===== config.mk =====
export PLATFORM = sky130hd
export DESIGN_NAME = stereo_glasses_sync
export DESIGN_NICKNAME = d
export VERILOG_FILES = /design/src/design/stereo_sync_pkg.sv /design/src/design/stereo_glasses_sync.sv /design/src/design/frame_period_meter.sv
export SDC_FILE = /design/constraint.sdc
export NUM_CORES = 1
export LEC_CHECK = 0
export BUFFER_PORTS_ARGS = -buffer_cell sky130_fd_sc_hd__buf_2
export CORE_MARGIN = 5
export CORE_UTILIZATION = 61
export CTS_CLUSTER_DIAMETER = 50
export DETAILED_ROUTE_END_ITERATION = 12
export PLACE_DENSITY_LB_ADDON = 0.08
export RECOVER_POWER = 50
export SETUP_SLACK_MARGIN = 0.2
export SKIP_LAST_GASP = 1
export SLEW_MARGIN = 20
export SYNTH_ARGS = -nofsm -noshare
export SYNTH_HDL_FRONTEND = slang
export SYNTH_HIERARCHICAL = 1
export SYNTH_SLANG_ARGS = --single-unit

===== constraint.sdc =====
create_clock -name core_clk -period 10.6 [get_ports core_clk]
set_clock_uncertainty 0.15 [all_clocks]
set_input_delay 1.06 -clock core_clk [delete_from_list [all_inputs] [get_ports core_clk]]
set_output_delay 1.06 -clock core_clk [all_outputs]
set_load 0.1 [all_outputs]

===== src/design/stereo_sync_pkg.sv =====
package stereo_sync_pkg;

    // core clock rate
    localparam int CLK_MHZ = 40;

    localparam int CNT_W = 20;
    typedef logic [CNT_W-1:0] cnt_t;

    // eye-select lead ahead of vsync
    localparam int LEAD_TIME_US = 1000;
    localparam cnt_t LEAD_CYC_DEF = cnt_t'(LEAD_TIME_US * CLK_MHZ);

    // pulse width A, limits and nominal at 120 Hz
    localparam int A_MIN_US = 20;
    localparam int A_MAX_US = 32;
    localparam int A_NOM_120_NS = 26000;
    localparam cnt_t A_MIN_CYC = cnt_t'(A_MIN_US * CLK_MHZ);
    localparam cnt_t A_MAX_CYC = cnt_t'(A_MAX_US * CLK_MHZ);
    localparam cnt_t A_NOM_CYC = cnt_t'((A_NOM_120_NS * CLK_MHZ) / 1000);

    // base offset B must exceed this
    localparam int B_MIN_US = 500;
    localparam cnt_t B_MIN_CYC = cnt_t'(B_MIN_US * CLK_MHZ + 1);
    localparam cnt_t B_NOM_CYC = cnt_t'(B_MIN_CYC + cnt_t'(20'h003E8));

    // delta D, limits and nominal at 98 Hz
    localparam int D_MIN_US = 128;
    localparam int D_MAX_US = 163;
    localparam int D_NOM_98_NS = 161600;
    localparam cnt_t D_MIN_CYC = cnt_t'(D_MIN_US * CLK_MHZ);
    localparam cnt_t D_MAX_CYC = cnt_t'(D_MAX_US * CLK_MHZ);
    localparam cnt_t D_NOM_CYC = cnt_t'((D_NOM_98_NS * CLK_MHZ) / 1000);

    // spacing E must exceed this
    localparam int E_MIN_US = 2000;
    localparam cnt_t E_CYC_DEF = cnt_t'(E_MIN_US * CLK_MHZ + 1);

    localparam cnt_t CNT_MAX = cnt_t'(20'hFFFFF);
    localparam cnt_t CNT_ZERO = cnt_t'(20'h00000);
    localparam cnt_t CNT_ONE = cnt_t'(20'h00001);

    typedef enum logic [1:0] {
        COLOR_RED,
        COLOR_GREEN,
        COLOR_BLUE
    } color_e;

    typedef struct packed {
        cnt_t offset_b;
        cnt_t delta_d;
        cnt_t width;
        cnt_t dark_len;
        color_e color;
    } sync_cfg_s;

    typedef struct packed {
        logic sync_light;
        logic illum_en;
        color_e color;
    } illum_req_s;

endpackage


===== src/design/stereo_glasses_sync.sv =====
// Functional notes
// Sync outputs follow stereo frames so shutters match displayed frames.
// Eye-sync level is a plain output for an external IR emitter.
// Optical mode: exactly one pulse per frame, inside the dark window; code gives none in the first optical frame.
// Optical mode: tell illumination driver when to light the pulse.
// Illumination stays off in the dark window except during the pulse.
// Pulse colour selectable; blue request is replaced by red.
// Eye select is one for left frames, zero for right frames.
// Eye select changes 1 ms before the vsync that starts the frame.
// Pulse sits near frame end; offset alternates between B and B+D.
// Pulse width 20 to 32 us; pulse spacing E above 2000 us.
// B above 500 us; D within 128 to 163 us.
// Second offset C is always B plus D.
// Input rate is twice source rate; 120 Hz nominal width 26 us.
// Lead, offsets and width are programmable core clock counts.
// Disabled or reset: eye select low, no pulses.
`timescale 1ns/1ps
`default_nettype none
module stereo_glasses_sync #(
    parameter stereo_sync_pkg::cnt_t LEAD_CYC = stereo_sync_pkg::LEAD_CYC_DEF,
    parameter stereo_sync_pkg::cnt_t E_CYC = stereo_sync_pkg::E_CYC_DEF
) (
    // clock and reset
    input wire logic core_clk,
    input wire logic rst_n,
    // frame timing from the display pipeline
    input wire logic vsync_in,
    input wire logic next_left,
    // mode control
    input wire logic stereo_en,
    input wire logic link_mode,
    input wire stereo_sync_pkg::sync_cfg_s cfg,
    // glasses sync outputs
    output logic eye_select,
    output stereo_sync_pkg::illum_req_s illum_req
);
    import stereo_sync_pkg::*;

    typedef enum logic [1:0] {
        ST_IDLE,
        ST_WAIT,
        ST_PULSE,
        ST_DONE
    } pulse_state_e;

    function automatic cnt_t clamp_cnt(input cnt_t v, input cnt_t lo,
                                       input cnt_t hi);
        cnt_t r;
        r = v;
        if (v < lo) begin
            r = lo;
        end else if (v > hi) begin
            r = hi;
        end
        return r;
    endfunction

    logic vsync_d_ff;
    logic frame_start;
    cnt_t pos;
    cnt_t period;
    logic period_valid;

    // frame edge timing
    assign frame_start = vsync_in & ~vsync_d_ff;

    // input rate measured; periods longer than CNT_MAX cycles saturate
    frame_period_meter u_meter (
        .core_clk(core_clk),
        .rst_n(rst_n),
        .frame_start(frame_start),
        .pos(pos),
        .period(period),
        .period_valid(period_valid)
    );

    // programmable cycle counts
    // limits on B and D
    cnt_t b_cyc, d_cyc, a_cyc, c_cyc, offset, pulse_start, lead_at;
    assign b_cyc = clamp_cnt(cfg.offset_b, B_MIN_CYC, CNT_MAX);
    assign d_cyc = clamp_cnt(cfg.delta_d, D_MIN_CYC, D_MAX_CYC);
    // width held to its window
    assign a_cyc = clamp_cnt(cfg.width, A_MIN_CYC, A_MAX_CYC);
    // second offset is B plus D
    assign c_cyc = b_cyc + d_cyc;

    logic alt_ff, nxt_alt;
    // offset alternates per frame
    assign offset = alt_ff ? c_cyc : b_cyc;
    assign pulse_start = period - offset;
    assign lead_at = period - LEAD_CYC;

    logic active;
    logic link_on;
    logic dark;
    assign active = stereo_en & period_valid;
    assign link_on = active & link_mode;
    // dark window runs to the end of the frame
    assign dark = link_on & (period > cfg.dark_len)
                  & (pos >= period - cfg.dark_len);

    pulse_state_e state_ff, nxt_state;
    cnt_t width_ff, nxt_width;
    cnt_t since_ff, nxt_since;
    logic eye_ff, nxt_eye;
    logic illum_ff, nxt_illum;
    color_e color_ff, nxt_color;

    always_comb begin
        nxt_state = state_ff;
        nxt_width = width_ff;
        nxt_alt = alt_ff;
        nxt_since = (since_ff >= E_CYC) ? since_ff : since_ff + CNT_ONE;
        nxt_eye = eye_ff;
        nxt_color = color_ff;
        // latch upcoming eye at the lead point
        if (active && period > LEAD_CYC && pos == lead_at) begin
            // one for left, zero for right
            nxt_eye = next_left;
        end
        // blue is substituted by red
        if (cfg.color == COLOR_BLUE) begin
            nxt_color = COLOR_RED;
        end else begin
            nxt_color = cfg.color;
        end
        case (state_ff)
            ST_IDLE: begin
                if (link_on && frame_start) begin
                    nxt_state = ST_WAIT;
                end
            end
            ST_WAIT: begin
                // one pulse, only while dark and spaced by E
                if (frame_start) begin
                    nxt_alt = ~alt_ff;
                end else if (pos == pulse_start && offset < period
                             && dark && since_ff >= E_CYC) begin
                    nxt_state = ST_PULSE;
                    nxt_width = CNT_ONE;
                    nxt_since = CNT_ZERO;
                end
            end
            ST_PULSE: begin
                // light request lasts the width count
                if (width_ff >= a_cyc) begin
                    nxt_state = ST_DONE;
                end else begin
                    nxt_width = width_ff + CNT_ONE;
                end
            end
            default: begin
                if (frame_start) begin
                    nxt_state = ST_WAIT;
                    nxt_alt = ~alt_ff;
                end
            end
        endcase
        // disabled forces quiet outputs
        if (!stereo_en) begin
            nxt_eye = 1'b0;
        end
        if (!link_on) begin
            nxt_state = ST_IDLE;
            nxt_alt = 1'b0;
        end
        // lamp off in the dark window except the pulse
        nxt_illum = !(dark && nxt_state != ST_PULSE)
                    || (nxt_state == ST_PULSE);
    end

    always_ff @(posedge core_clk) begin
        if (!rst_n) begin
            vsync_d_ff <= 1'b0;
            state_ff <= ST_IDLE;
            width_ff <= CNT_ZERO;
            alt_ff <= 1'b0;
            since_ff <= CNT_ZERO;
            eye_ff <= 1'b0;
            illum_ff <= 1'b1;
            color_ff <= COLOR_RED;
        end else begin
            vsync_d_ff <= vsync_in;
            state_ff <= nxt_state;
            width_ff <= nxt_width;
            alt_ff <= nxt_alt;
            since_ff <= nxt_since;
            eye_ff <= nxt_eye;
            illum_ff <= nxt_illum;
            color_ff <= nxt_color;
        end
    end

    // eye sync driven straight from its flop
    assign eye_select = eye_ff;
    assign illum_req.sync_light = (state_ff == ST_PULSE);
    assign illum_req.illum_en = illum_ff;
    assign illum_req.color = color_ff;

    // helper: pulse length and pulses per frame
    cnt_t len_ff;
    logic [1:0] npulse_ff;
    always_ff @(posedge core_clk) begin
        if (!rst_n) begin
            len_ff <= CNT_ZERO;
            npulse_ff <= 2'h0;
        end else begin
            len_ff <= illum_req.sync_light ? len_ff + CNT_ONE : CNT_ZERO;
            if (frame_start) begin
                npulse_ff <= 2'h0;
            end else if (nxt_state == ST_PULSE && state_ff != ST_PULSE
                         && npulse_ff != 2'h3) begin
                npulse_ff <= npulse_ff + 2'h1;
            end
        end
    end

    chk_eye_quiet: assert property (
        @(posedge core_clk) disable iff (!rst_n)
        !stereo_en |=> !eye_select && !illum_req.sync_light)
        else $error("eye select or pulse active while disabled");

    chk_eye_lead: assert property (
        @(posedge core_clk) disable iff (!rst_n)
        $changed(eye_select) && $past(stereo_en)
        |-> $past(pos) == $past(lead_at))
        else $error("eye select changed away from lead point");

    chk_eye_level: assert property (
        @(posedge core_clk) disable iff (!rst_n)
        active && period > LEAD_CYC && pos == lead_at
        |=> eye_select == $past(next_left))
        else $error("eye select does not follow upcoming eye");

    chk_pulse_width: assert property (
        @(posedge core_clk) disable iff (!rst_n)
        $fell(illum_req.sync_light) && $past(stereo_en)
        |-> $past(len_ff) + CNT_ONE == $past(a_cyc))
        else $error("sync pulse width wrong");

    chk_one_pulse: assert property (
        @(posedge core_clk) disable iff (!rst_n)
        npulse_ff <= 2'h1)
        else $error("more than one pulse in a frame");

    chk_pulse_dark: assert property (
        @(posedge core_clk) disable iff (!rst_n)
        $rose(illum_req.sync_light) |-> $past(dark) ##1 illum_req.illum_en)
        else $error("pulse started outside dark window");

    chk_pulse_place: assert property (
        @(posedge core_clk) disable iff (!rst_n)
        $rose(illum_req.sync_light)
        |-> $past(pos) == $past(period) - $past(offset))
        else $error("pulse not at its frame offset");

    chk_c_sum: assert property (
        @(posedge core_clk) disable iff (!rst_n)
        alt_ff |-> offset == b_cyc + d_cyc && d_cyc >= D_MIN_CYC
        && d_cyc <= D_MAX_CYC && b_cyc >= B_MIN_CYC)
        else $error("alternate offset not B plus D");

    chk_spacing: assert property (
        @(posedge core_clk) disable iff (!rst_n)
        $rose(illum_req.sync_light) |-> $past(since_ff) >= E_CYC)
        else $error("pulses closer than spacing E");

    chk_no_blue: assert property (
        @(posedge core_clk) disable iff (!rst_n)
        illum_req.color != COLOR_BLUE)
        else $error("blue pulse colour issued");

    chk_lamp_dark: assert property (
        @(posedge core_clk) disable iff (!rst_n)
        $past(dark) && !illum_req.sync_light |-> !illum_req.illum_en)
        else $error("lamp on in dark window outside pulse");

    chk_lamp_pulse: assert property (
        @(posedge core_clk) disable iff (!rst_n)
        illum_req.sync_light |-> illum_req.illum_en)
        else $error("lamp off during sync pulse");

    chk_width_max: assert property (
        @(posedge core_clk) disable iff (!rst_n)
        illum_req.sync_light |-> len_ff < A_MAX_CYC)
        else $error("sync pulse longer than allowed");

    chk_alt_flip: assert property (
        @(posedge core_clk) disable iff (!rst_n)
        frame_start && link_on
        && (state_ff == ST_WAIT || state_ff == ST_DONE)
        |=> alt_ff != $past(alt_ff))
        else $error("pulse offset did not alternate");

    chk_color_pass: assert property (
        @(posedge core_clk) disable iff (!rst_n)
        cfg.color != COLOR_BLUE |=> illum_req.color == $past(cfg.color))
        else $error("pulse colour does not follow request");

    chk_ir_quiet: assert property (
        @(posedge core_clk) disable iff (!rst_n)
        !link_on |=> !illum_req.sync_light)
        else $error("sync pulse outside optical mode");

endmodule // stereo_glasses_sync
`default_nettype wire


===== src/design/frame_period_meter.sv =====
`timescale 1ns/1ps
`default_nettype none
module frame_period_meter (
    // clock and reset
    input wire logic core_clk,
    input wire logic rst_n,
    // frame start strobe
    input wire logic frame_start,
    // measured timing
    output stereo_sync_pkg::cnt_t pos,
    output stereo_sync_pkg::cnt_t period,
    output logic period_valid
);
    import stereo_sync_pkg::*;

    cnt_t pos_ff, nxt_pos;
    cnt_t period_ff, nxt_period;
    logic seen_ff, nxt_seen;
    logic valid_ff, nxt_valid;

    always_comb begin
        nxt_pos = pos_ff;
        nxt_period = period_ff;
        nxt_seen = seen_ff;
        nxt_valid = valid_ff;
        if (frame_start) begin
            nxt_pos = CNT_ZERO;
            nxt_seen = 1'b1;
            // first strobe has no previous frame to measure
            if (seen_ff) begin
                nxt_period = (pos_ff == CNT_MAX) ? CNT_MAX : pos_ff + CNT_ONE;
                nxt_valid = 1'b1;
            end
        end else if (pos_ff != CNT_MAX) begin
            nxt_pos = pos_ff + CNT_ONE;
        end
    end

    always_ff @(posedge core_clk) begin
        if (!rst_n) begin
            pos_ff <= CNT_ZERO;
            period_ff <= CNT_ZERO;
            seen_ff <= 1'b0;
            valid_ff <= 1'b0;
        end else begin
            pos_ff <= nxt_pos;
            period_ff <= nxt_period;
            seen_ff <= nxt_seen;
            valid_ff <= nxt_valid;
        end
    end

    assign pos = pos_ff;
    assign period = period_ff;
    assign period_valid = valid_ff;

endmodule // frame_period_meter
`default_nettype wire


==> reports/metrics.cfg, run 1 <==
[finish]
layout-drive-gt1-share_pct=9.98
insertedDiodeCount=0
layout.nets=1495
area_delta_synth_final_pct=9.74
final_cell_mix=nor2_1 (128), ha_1 (106), nand2_1 (101), a21oi_1 (94), dfxtp_1 (90)
postLayoutCoreUtil_pct=67.5
layout_commonest_cell=nor2_1

[yosys]
synth.avg_cell_area_sq_um=7.58
syn_inst=1214
synth-seq-cells=90
yosysSeqAreaShare_pct=19.6
ys_warn_count=6
synth_edf_count=0
ys_async_sr_fraction_pct=0
synth_cell_type_count=78
syn_area_sq_mm=0.00921
synth_ff_type=dfxtp_1

[detailed_routing]
wl_per_cell_um=15.8
drc=0
vias=9035
ant_nets=0
routed_wl_mm=23.5
dr.pass1.iters=5
via_per_inst=6.06
drt_iter0_markers=577

[power_and_ir_drop]
p_sw_share_pct=31.6
pwr-share-comb_pct=25.3
p_per_area_mw_per_mm2=91.3
p_leak_nw=4.28
power_mw=0.922
p_switching_mw=0.291
seq_power_share_pct=38.5
p_clk_share_pct=36.2
internal_power_mw=0.631
ir_drop_mv=0.200

[global_routing]
grt_pass1_vias=8152
grt_max_degree=40
overflow=0
grt_pass1_wl_mm=38.0
antenna_found_initial=0
grt_usage_pct=25.7

[critical_path]
slowest_delay_ps=610
cp_max_fo=18
cp.required_ps=10690
critPathLaunchType=input port
critPathKind=in -> reg
cp.arrival_ps=9310
cpMostUsedCell=nand2_1
cp-end-kind=register
critPathSlowestCell=o41ai_1

[timing]
post-route-period-util_pct=87.0
min_period_ps=9220
rsz0062_at_grt=no
maxSlewViolCount=40
hold_viol=0
worstMarginPinSlew_ps=1620
timing.fmax_mhz=108
finalSetupViolCount=0
slew_headroom_pct=-8.24
setup_tns_ps=0
holdWs_ps=318

[clock_tree]
clock_sinks=90
cts_resized=0
clk-insertion-delay-late_ps=350
ctsHoldBuffers=0
postCtsSetupRepairBufs=0
cts_tree=built
h-tree-depth=3
cts-root-buf=clkbuf_16
clock_path_buffers=2
cts_buffers=9
path_clk_slew_ps=70

[place]
hpwl_mm=18.8
port_buffers=92
gp_congestion=1.00

[run]
drv_cap=1

[floorplan]
core_area_sq_mm=0.0150
die_w_um=133
ioPinCount=93
die-area_sq_mm=0.0176
dieHeight_um=133
rows=45
initial_utilization_pct=61.5

[worst_hold_path]
min_path_type=reg -> reg

[status]
outcome=complete, but fails checks
failed_checks=max-capacitance violations, max-slew violations

==> cells in the mapped netlist, types with 4 or more instances <==
| cell | instances | area [sq um] |
|---|---|---|
| nor2_1 | 128 | 480 |
| ha_1 | 106 | 1330 |
| nand2_1 | 101 | 379 |
| a21oi_1 | 94 | 470 |
| dfxtp_1 | 90 | 1800 |
| o21ai_0 | 70 | 350 |
| xnor2_1 | 63 | 552 |
| inv_1 | 56 | 210 |
| xor2_1 | 42 | 368 |
| nand3_1 | 34 | 170 |
| nor3_1 | 31 | 155 |
| nand4_1 | 29 | 181 |
| and2_1 | 26 | 163 |
| nand2b_1 | 25 | 156 |
| clkbuf_1 | 22 | 82.6 |
| a31oi_1 | 18 | 113 |
| o21a_1 | 18 | 135 |
| or4_1 | 18 | 135 |
| a21o_1 | 17 | 128 |
| a211oi_1 | 14 | 105 |
| and3_1 | 14 | 87.6 |
| mux2i_1 | 14 | 140 |
| nor2b_1 | 14 | 87.6 |
| nor4_1 | 14 | 87.6 |
| or3_1 | 12 | 75.1 |
| o211ai_1 | 10 | 75.1 |
| o31ai_1 | 10 | 75.1 |
| o21bai_1 | 8 | 60.1 |
| buf_2 | 7 | 35.0 |
| or2_2 | 7 | 43.8 |
| and4_1 | 6 | 52.6 |
| o22ai_1 | 5 | 31.3 |
| a2111oi_0 | 4 | 35.0 |
| a211o_1 | 4 | 35.0 |
| a311oi_1 | 4 | 35.0 |
| buf_4 | 4 | 30.0 |
| nand3b_1 | 4 | 30.0 |
| o2111ai_1 | 4 | 35.0 |
| o41ai_1 | 4 | 35.0 |
==> through the flow <==
stage,setup WS [ps],std cells,area [sq um]
global route,807,1491,10100
detailed placement,1050,1475,9810
finish,1380,1491,10100
CTS,1360,1491,10100
floorplan,2330,1228,9260
global placement,1200,1475,9810
==> metal layers <==
layer	global-route usage [%]	wire, um	vias up
met3	4.41	1390	33
met5	0	0	-
met1	32.0	10100	4184
met2	45.9	11700	217
li1	-	-	4601
met4	6.47	359	0
==> critical path: cells and delay by family <==
family	cells	cell delay, ps
compound gates	14	4020
fa+ha+maj	2	780
simple gates	12	2930
buf+inv	3	520
==> worst paths after layout <==
kind | cells past startpoint | slack, ps | startpoint | to
min | 2 | 320 | u_meter/seen_ff | u_meter/seen_ff
max reg2reg | 25 | 4740 | u_meter/period[0] | width_ff[19]
min reg2reg | 2 | 320 | u_meter/seen_ff | u_meter/seen_ff
max | 31 | 1380 | cfg[66] | width_ff[19]
==> cell type report <==
cell class              count  area, sq um
multi-input cells        1045         7070
inverters                  58          218
clock inverters             7         87.6
flip-flops and latches     90         1800
clock buffers               9          225
repair buffers             94          464
fillers                  1330         4870
well taps                 188          235
==> power groups by stage <==
| stage | logic (mW) | registers, mW | clock network, mW |
|---|---|---|---|
| 2_1_floorplan | 0.171 | 0.361 | 0 |
| 3_3_place_gp | 0.227 | 0.363 | 0 |
| 3_5_place_dp | 0.230 | 0.363 | 0 |
| 4_1_cts | 0.232 | 0.355 | 0.340 |
| 5_1_grt | 0.261 | 0.356 | 0.350 |
| 6_report | 0.233 | 0.355 | 0.334 |
==> logic make-up after synthesis <==
group	count (synthesis)	synth area share (%)
simple gates	475	26.3
compound gates	323	23.0
fa+ha+maj	109	15.1
xor+xnor	105	9.99
buf+inv	93	4.13
flops	90	19.6
mux	17	1.89
other cells	2	0.0816
==> registers in the layout (all words and copies together) (netlist names) <==
register	cells
u_meter/period_valid	1
eye_select	1
u_meter/pos	20
illum_ff	1
alt_ff	1
vsync_d_ff	1
since_ff	20
u_meter/period	20
u_meter/seen_ff	1
state_ff	2
color_ff	2
width_ff	20
No activity file was read; power rests on OpenSTA's default activity.
==> inputs of run 2 (changes only) <==
- ABC_AREA: not set -> 1
- CORE_UTILIZATION: 61 -> 62
- TNS_END_PERCENT: not set -> 5
==> reports/metrics.cfg, run 2 <==
[status]
outcome=finished, final reports clean

[critical_path]
critPathLaunchType=input port
critPathKind=in -> reg
slowest_delay_ps=760  ; +150 ps
cp_max_fo=23  ; +5
cpMostUsedCell=nand2_1
crit_start=cfg[62]
cp.arrival_ps=7390  ; -1920 ps
critPathSlowestCell=nand2_1
cp-end-kind=register
crit_family=simple AND/OR/NAND/NOR gates
cp.required_ps=10660  ; -30 ps
worst-path-buf-inv=4  ; +1
r2r-start=alt_ff

[yosys]
yosysMostFrequentCell=nand2_1
synth_cell_type_count=51  ; -35%
synth-seq-cells=90  ; unchanged
synth.avg_cell_area_sq_um=6.16  ; -19%
syn_inst=1704  ; +40%
synth_edf_count=0  ; unchanged
synth_ff_type=dfxtp_1
syn_area_sq_mm=0.0105  ; +14%
synthTopCellsByArea=dfxtp_1 (17%), nand2_1 (13%), ha_1 (13%)
synth_top_area_cell=dfxtp_1
yosysSeqAreaShare_pct=17.2  ; -2.4 points
synth_commonest_cells=nand2_1 (371), inv_1 (238), nor2_1 (208)
ys_warn_count=6  ; unchanged
ys_async_sr_fraction_pct=0  ; unchanged
synth_top_area_share_pct=17.2  ; -2.4 points

[place]
dpl-instance-area_sq_mm=0.0111  ; +13%
hpwl_mm=23.3  ; +24%
port_buffers=92  ; unchanged
gp_congestion=0.957  ; -4.7%

[worst_hold_path]
hp-start=since_ff[19]
min_path_type=reg -> reg

[global_routing]
overflow=0  ; unchanged
antenna_found_initial=0  ; unchanged
grt_pass1_vias=10001  ; +23%
grt_max_degree=37  ; -7.5%
grt_usage_pct=28.2  ; +2.5 points
grt_pass1_wl_mm=46.8  ; +23%

[power_and_ir_drop]
power_mw=0.949  ; +2.9%
ir_drop_mv=0.0916  ; -54%
p_leak_nw=5.64  ; +32%
p_per_area_mw_per_mm2=83.4  ; -8.6%

[detailed_routing]
wl_met1_mm=13.1  ; +29%
drc=0  ; unchanged
via_per_inst=5.56  ; -8.2%
wl_per_cell_um=14.1  ; -11%
drt_iter0_markers=830  ; +44%
dr.pass1.iters=5  ; unchanged
top_layer=met4
vias=11205  ; +24%
route.met3.wl_mm=1.73  ; +24%
ant_nets=0  ; unchanged
routed-wl-met2_mm=13.0  ; +11%
routed_wl_mm=28.4  ; +21%

[clock_tree]
path_clk_slew_ps=70  ; about the same
postCtsSetupRepairBufs=0  ; unchanged
clock_path_buffers=2  ; unchanged
h-tree-depth=3  ; unchanged
clk-insertion-delay-late_ps=350  ; about the same
cts_tree=built
cts_resized=0  ; unchanged
ctsHoldBuffers=0  ; unchanged
clock_sinks=90  ; unchanged
cts-root-buf=clkbuf_16
cts_buffers=9  ; unchanged

[finish]
area_delta_synth_final_pct=8.37
final_cell_mix=nand2_1 (371), inv_1 (239), nor2_1 (209), nand3_1 (138), a21oi_1 (122)
layout_commonest_cell=nand2_1
layout-drive-gt1-share_pct=8.47  ; -1.5 points
fin_area_sq_mm=0.0114  ; +13%
layout.nets=1988  ; +33%
insertedDiodeCount=0  ; unchanged

[run]
drv_cap=0  ; -1

[timing]
min_period_ps=7330  ; -1890 ps
rsz0062_at_grt=no
post-route-period-util_pct=69.2  ; -18 points
hold_viol=0  ; unchanged
setup_tns_ps=0  ; unchanged
worstMarginPinSlew_ps=1440  ; -179 ps
timing.fmax_mhz=136  ; +26%
slew_headroom_pct=3.69  ; +12 points
finalSetupViolCount=0  ; unchanged
maxSlewViolCount=0  ; -100%

[floorplan]
ioPinCount=93  ; unchanged
die_w_um=140  ; +5.5%
dieHeight_um=140  ; +5.5%
initial_utilization_pct=63.3  ; +1.8 points
core_area_sq_mm=0.0166  ; +11%
die-area_sq_mm=0.0196  ; +11%
rows=47  ; +4.4%

-- run 2: cell types whose count changed in the layout (fill, tap and decap cells not counted), moves of 14 or more --
cell      change
xor2_1       +27
nor2b_1      -14
nand3_1     +104
nor2_1       +81
inv_1       +183
xnor2_1      -28
mux2i_1      -14
or4_1        -18
a21oi_1      +28
and2_1       -24
nand2_1     +270
o21a_1       -15
nand2b_1     -25
-- run 2: final cells by class --
cell class | count | area (sq um)
Multi-Input combinational cell | 1347 | 7610
Fill cell | 1584 | 5210
Sequential cell | 90 | 1800
Inverter | 250 | 938
Timing Repair Buffer | 93 | 457
Tap cell | 220 | 275
Clock buffer | 11 | 243
Clock inverter | 4 | 51.3
-- run 2: worst paths after layout --
path         cells after the start            to  slack [ps]
max                             34  since_ff[13]        3270
min reg2reg                      2  since_ff[19]         280
min                              2  since_ff[19]         280
max reg2reg                     19  since_ff[13]        5300
-- run 2: stage by stage --
stage / utilization, % / setup slack, ps / std cells / hold WS [ps]
2_1_floorplan: - / 5180 / 1718 / 258
3_3_place_gp: 67.0 / 3280 / 2000 / 266
3_5_place_dp: 67.0 / 3060 / 2000 / 273
4_1_cts: 68.7 / 3420 / 2015 / 282
5_1_grt: 68.6 / 2560 / 2015 / 297
6_report: 68.6 / 3270 / 2015 / 283
-- run 2: worst min-delay path, delay by kind of cell, from the launching register on --
kind	cells	cell delay [ps]
buf+inv	1	50
flops	1	310
simple gates	1	40
-- run 2: power by group --
group          switching, mW  internal [mW]  total, mW
combinational          0.165          0.102      0.266
clock                  0.137          0.188      0.325
sequential            0.0125          0.345      0.357
-- run 2: cell families after synthesis --
family | count (synthesis) | share of synthesized area (%)
AO/OA/AOI/OAI | 249 | 13.2
other | 2 | 0.0715
XOR/XNOR | 104 | 8.68
flip-flops | 90 | 17.2
adder cells (fa/ha/maj) | 109 | 13.2
buffers and inverters | 281 | 10.7
AND/OR/NAND/NOR | 869 | 36.9
-- run 2: metal layers --
metal / global-route usage [%] / vias to the layer above
li1: - / 5785
met3: 3.14 / 50
met1: 39.7 / 5027
met4: 7.09 / 0
met2: 46.3 / 343
met5: 0 / -
==> inputs of run 3 (changes only) <==
- ABC_AREA: 1 -> 0
- CORE_UTILIZATION: 62 -> 55
- clock period: 10.6 -> 6 ns (I/O delays scaled with it)
==> reports/metrics.cfg, run 3 (synthesis gave the netlist of run 1 again) <==
[global_routing]
overflow=0  ; unchanged
antenna_found_initial=1  ; +1
grt_usage_pct=26.1  ; -2.1 points
grt_max_degree=40  ; +8.1%
grt_pass1_wl_mm=42.8  ; -8.5%
grt_pass1_vias=9177  ; -8.2%

[timing]
worstMarginPinSlew_ps=1170  ; -277 ps
slew_headroom_pct=22.5  ; +19 points
post-route-period-util_pct=116
rsz0062_at_grt=yes
holdWs_ps=311  ; +28.4 ps
hold_viol=0  ; unchanged
finalSetupViolCount=43  ; +43
min_period_ps=6970
maxSlewViolCount=0  ; unchanged
fin_ws_ps=-974  ; -4240 ps
timing.fmax_mhz=143

[floorplan]
initial_utilization_pct=55.7  ; -7.6 points
ioPinCount=93  ; unchanged
dieHeight_um=139  ; -0.52%
rows=47  ; unchanged
die-area_sq_mm=0.0194  ; -1.0%
die_w_um=139  ; -0.52%
core_area_sq_mm=0.0165  ; -0.35%

[run]
drv_cap=0  ; unchanged

[critical_path]
cp_max_fo=17  ; -26%
cp-end-kind=register
r2r-start=u_meter/period[0]
cpMostUsedCell=nand2_1
critPathLaunchType=input port
critPathSlowestCell=or4b_4
cp.arrival_ps=7120  ; -270 ps
crit_start=cfg[63]
slowest_delay_ps=550  ; -210 ps
cp.required_ps=6150  ; -4510 ps
critPathKind=in -> reg

[finish]
insertedDiodeCount=0  ; unchanged
area_delta_synth_final_pct=27.5
final_cell_mix=buf_4 (178), nor2_1 (128), ha_1 (102), nand2_1 (100), dfxtp_1 (90)
postLayoutCoreUtil_pct=71.0  ; +2.4 points
fill_cells=1405  ; -11%
layout_commonest_cell=buf_4
final_cells=1702  ; -16%
layout-drive-gt1-share_pct=22.9  ; +14 points
layout.nets=1674  ; -16%

[power_and_ir_drop]
power_mw=1.78  ; +88%
p_leak_nw=5.19  ; -8.1%
ir_drop_mv=0.192  ; +110%
p_per_area_mw_per_mm2=152  ; +82%

[detailed_routing]
dr.pass1.iters=5  ; unchanged
via_per_inst=5.69  ; +2.2%
wl_per_cell_um=15.4  ; +9.2%
vias=9676  ; -14%
drt_iter0_markers=532  ; -36%
ant_nets=0  ; unchanged
routed_wl_mm=26.2  ; -7.7%
drc=0  ; unchanged

[clock_tree]
cts_buffers=9  ; unchanged
h-tree-depth=3  ; unchanged
ctsHoldBuffers=0  ; unchanged
clock_sinks=90  ; unchanged
cts_tree=built
path_clk_slew_ps=70  ; about the same
clock_path_buffers=2  ; unchanged
clk-insertion-delay-late_ps=350  ; about the same
cts-root-buf=clkbuf_16

[place]
detailedPlace.worstSlack_ps=-1530  ; -4600 ps
port_buffers=92  ; unchanged
gp_congestion=0.934  ; -2.5%
placed_cells=1657  ; -17%
hpwl_mm=20.7  ; -11%

[worst_hold_path]
min_path_type=reg -> reg
hp-start=u_meter/seen_ff

[status]
failed_checks=negative setup slack
outcome=complete, but fails checks

[run 3: per-layer routing]
layer / vias up / wire length, um / GRT usage, %
met5: - / 0 / 0
li1: 4964 / - / -
met3: 37 / 1230 / 3.43
met1: 4454 / 11700 / 33.4
met2: 221 / 12900 / 46.3
met4: 0 / 471 / 6.64
[run 3: final cells by class]
cell class | count | area, sq um | area share [%]
clock buffers | 9 | 225 | 1.92
well taps | 220 | 275 | 2.34
flip-flops and latches | 90 | 1800 | 15.3
multi-input cells | 1046 | 7280 | 62.0
inverters | 58 | 218 | 1.85
clock inverters | 7 | 109 | 0.927
repair buffers | 272 | 1830 | 15.6
[run 3: power breakdown]
part	switching, mW	internal [mW]	leakage [nW]	total, mW
sequential	0.0202	0.608	0.729	0.628
combinational	0.267	0.261	4.30	0.528
clock	0.255	0.374	0.158	0.629
total	0.542	1.24	5.19	1.78
[run 3: what timing repair did]
item | in CTS | in global routing
resized for setup | 13 | 19
endpoints found under the hold margin | 0 | 0
endpoints found under the setup margin | 43 | 43
pin swaps | 11 | 17
cloned | 1 | 0
buffers inserted | 23 | 5
[run 3: worst max-delay path, delay by kind of cell]
kind / cells / cell delay [ps]
adder cells (fa/ha/maj): 2 / 620
buffers and inverters: 3 / 340
AO/OA/AOI/OAI: 14 / 2610
AND/OR/NAND/NOR: 12 / 2960
[run 3: worst paths after layout]
kind	to	slack, ps	depth (start not counted)
worst max-delay path	width_ff[7]	-970	31
worst min register to register	u_meter/seen_ff	310	2
worst max register to register	width_ff[7]	440	25
worst min-delay path	u_meter/seen_ff	310	2
[run 3: through the flow]
step	setup TNS, ps	area (sq um)
after floorplan	-42480	9340
after global placement	-53700	11100
after detailed placement	-57350	11100
after CTS	-28390	11600
after global routing	-50060	11700
final	-35790	11700
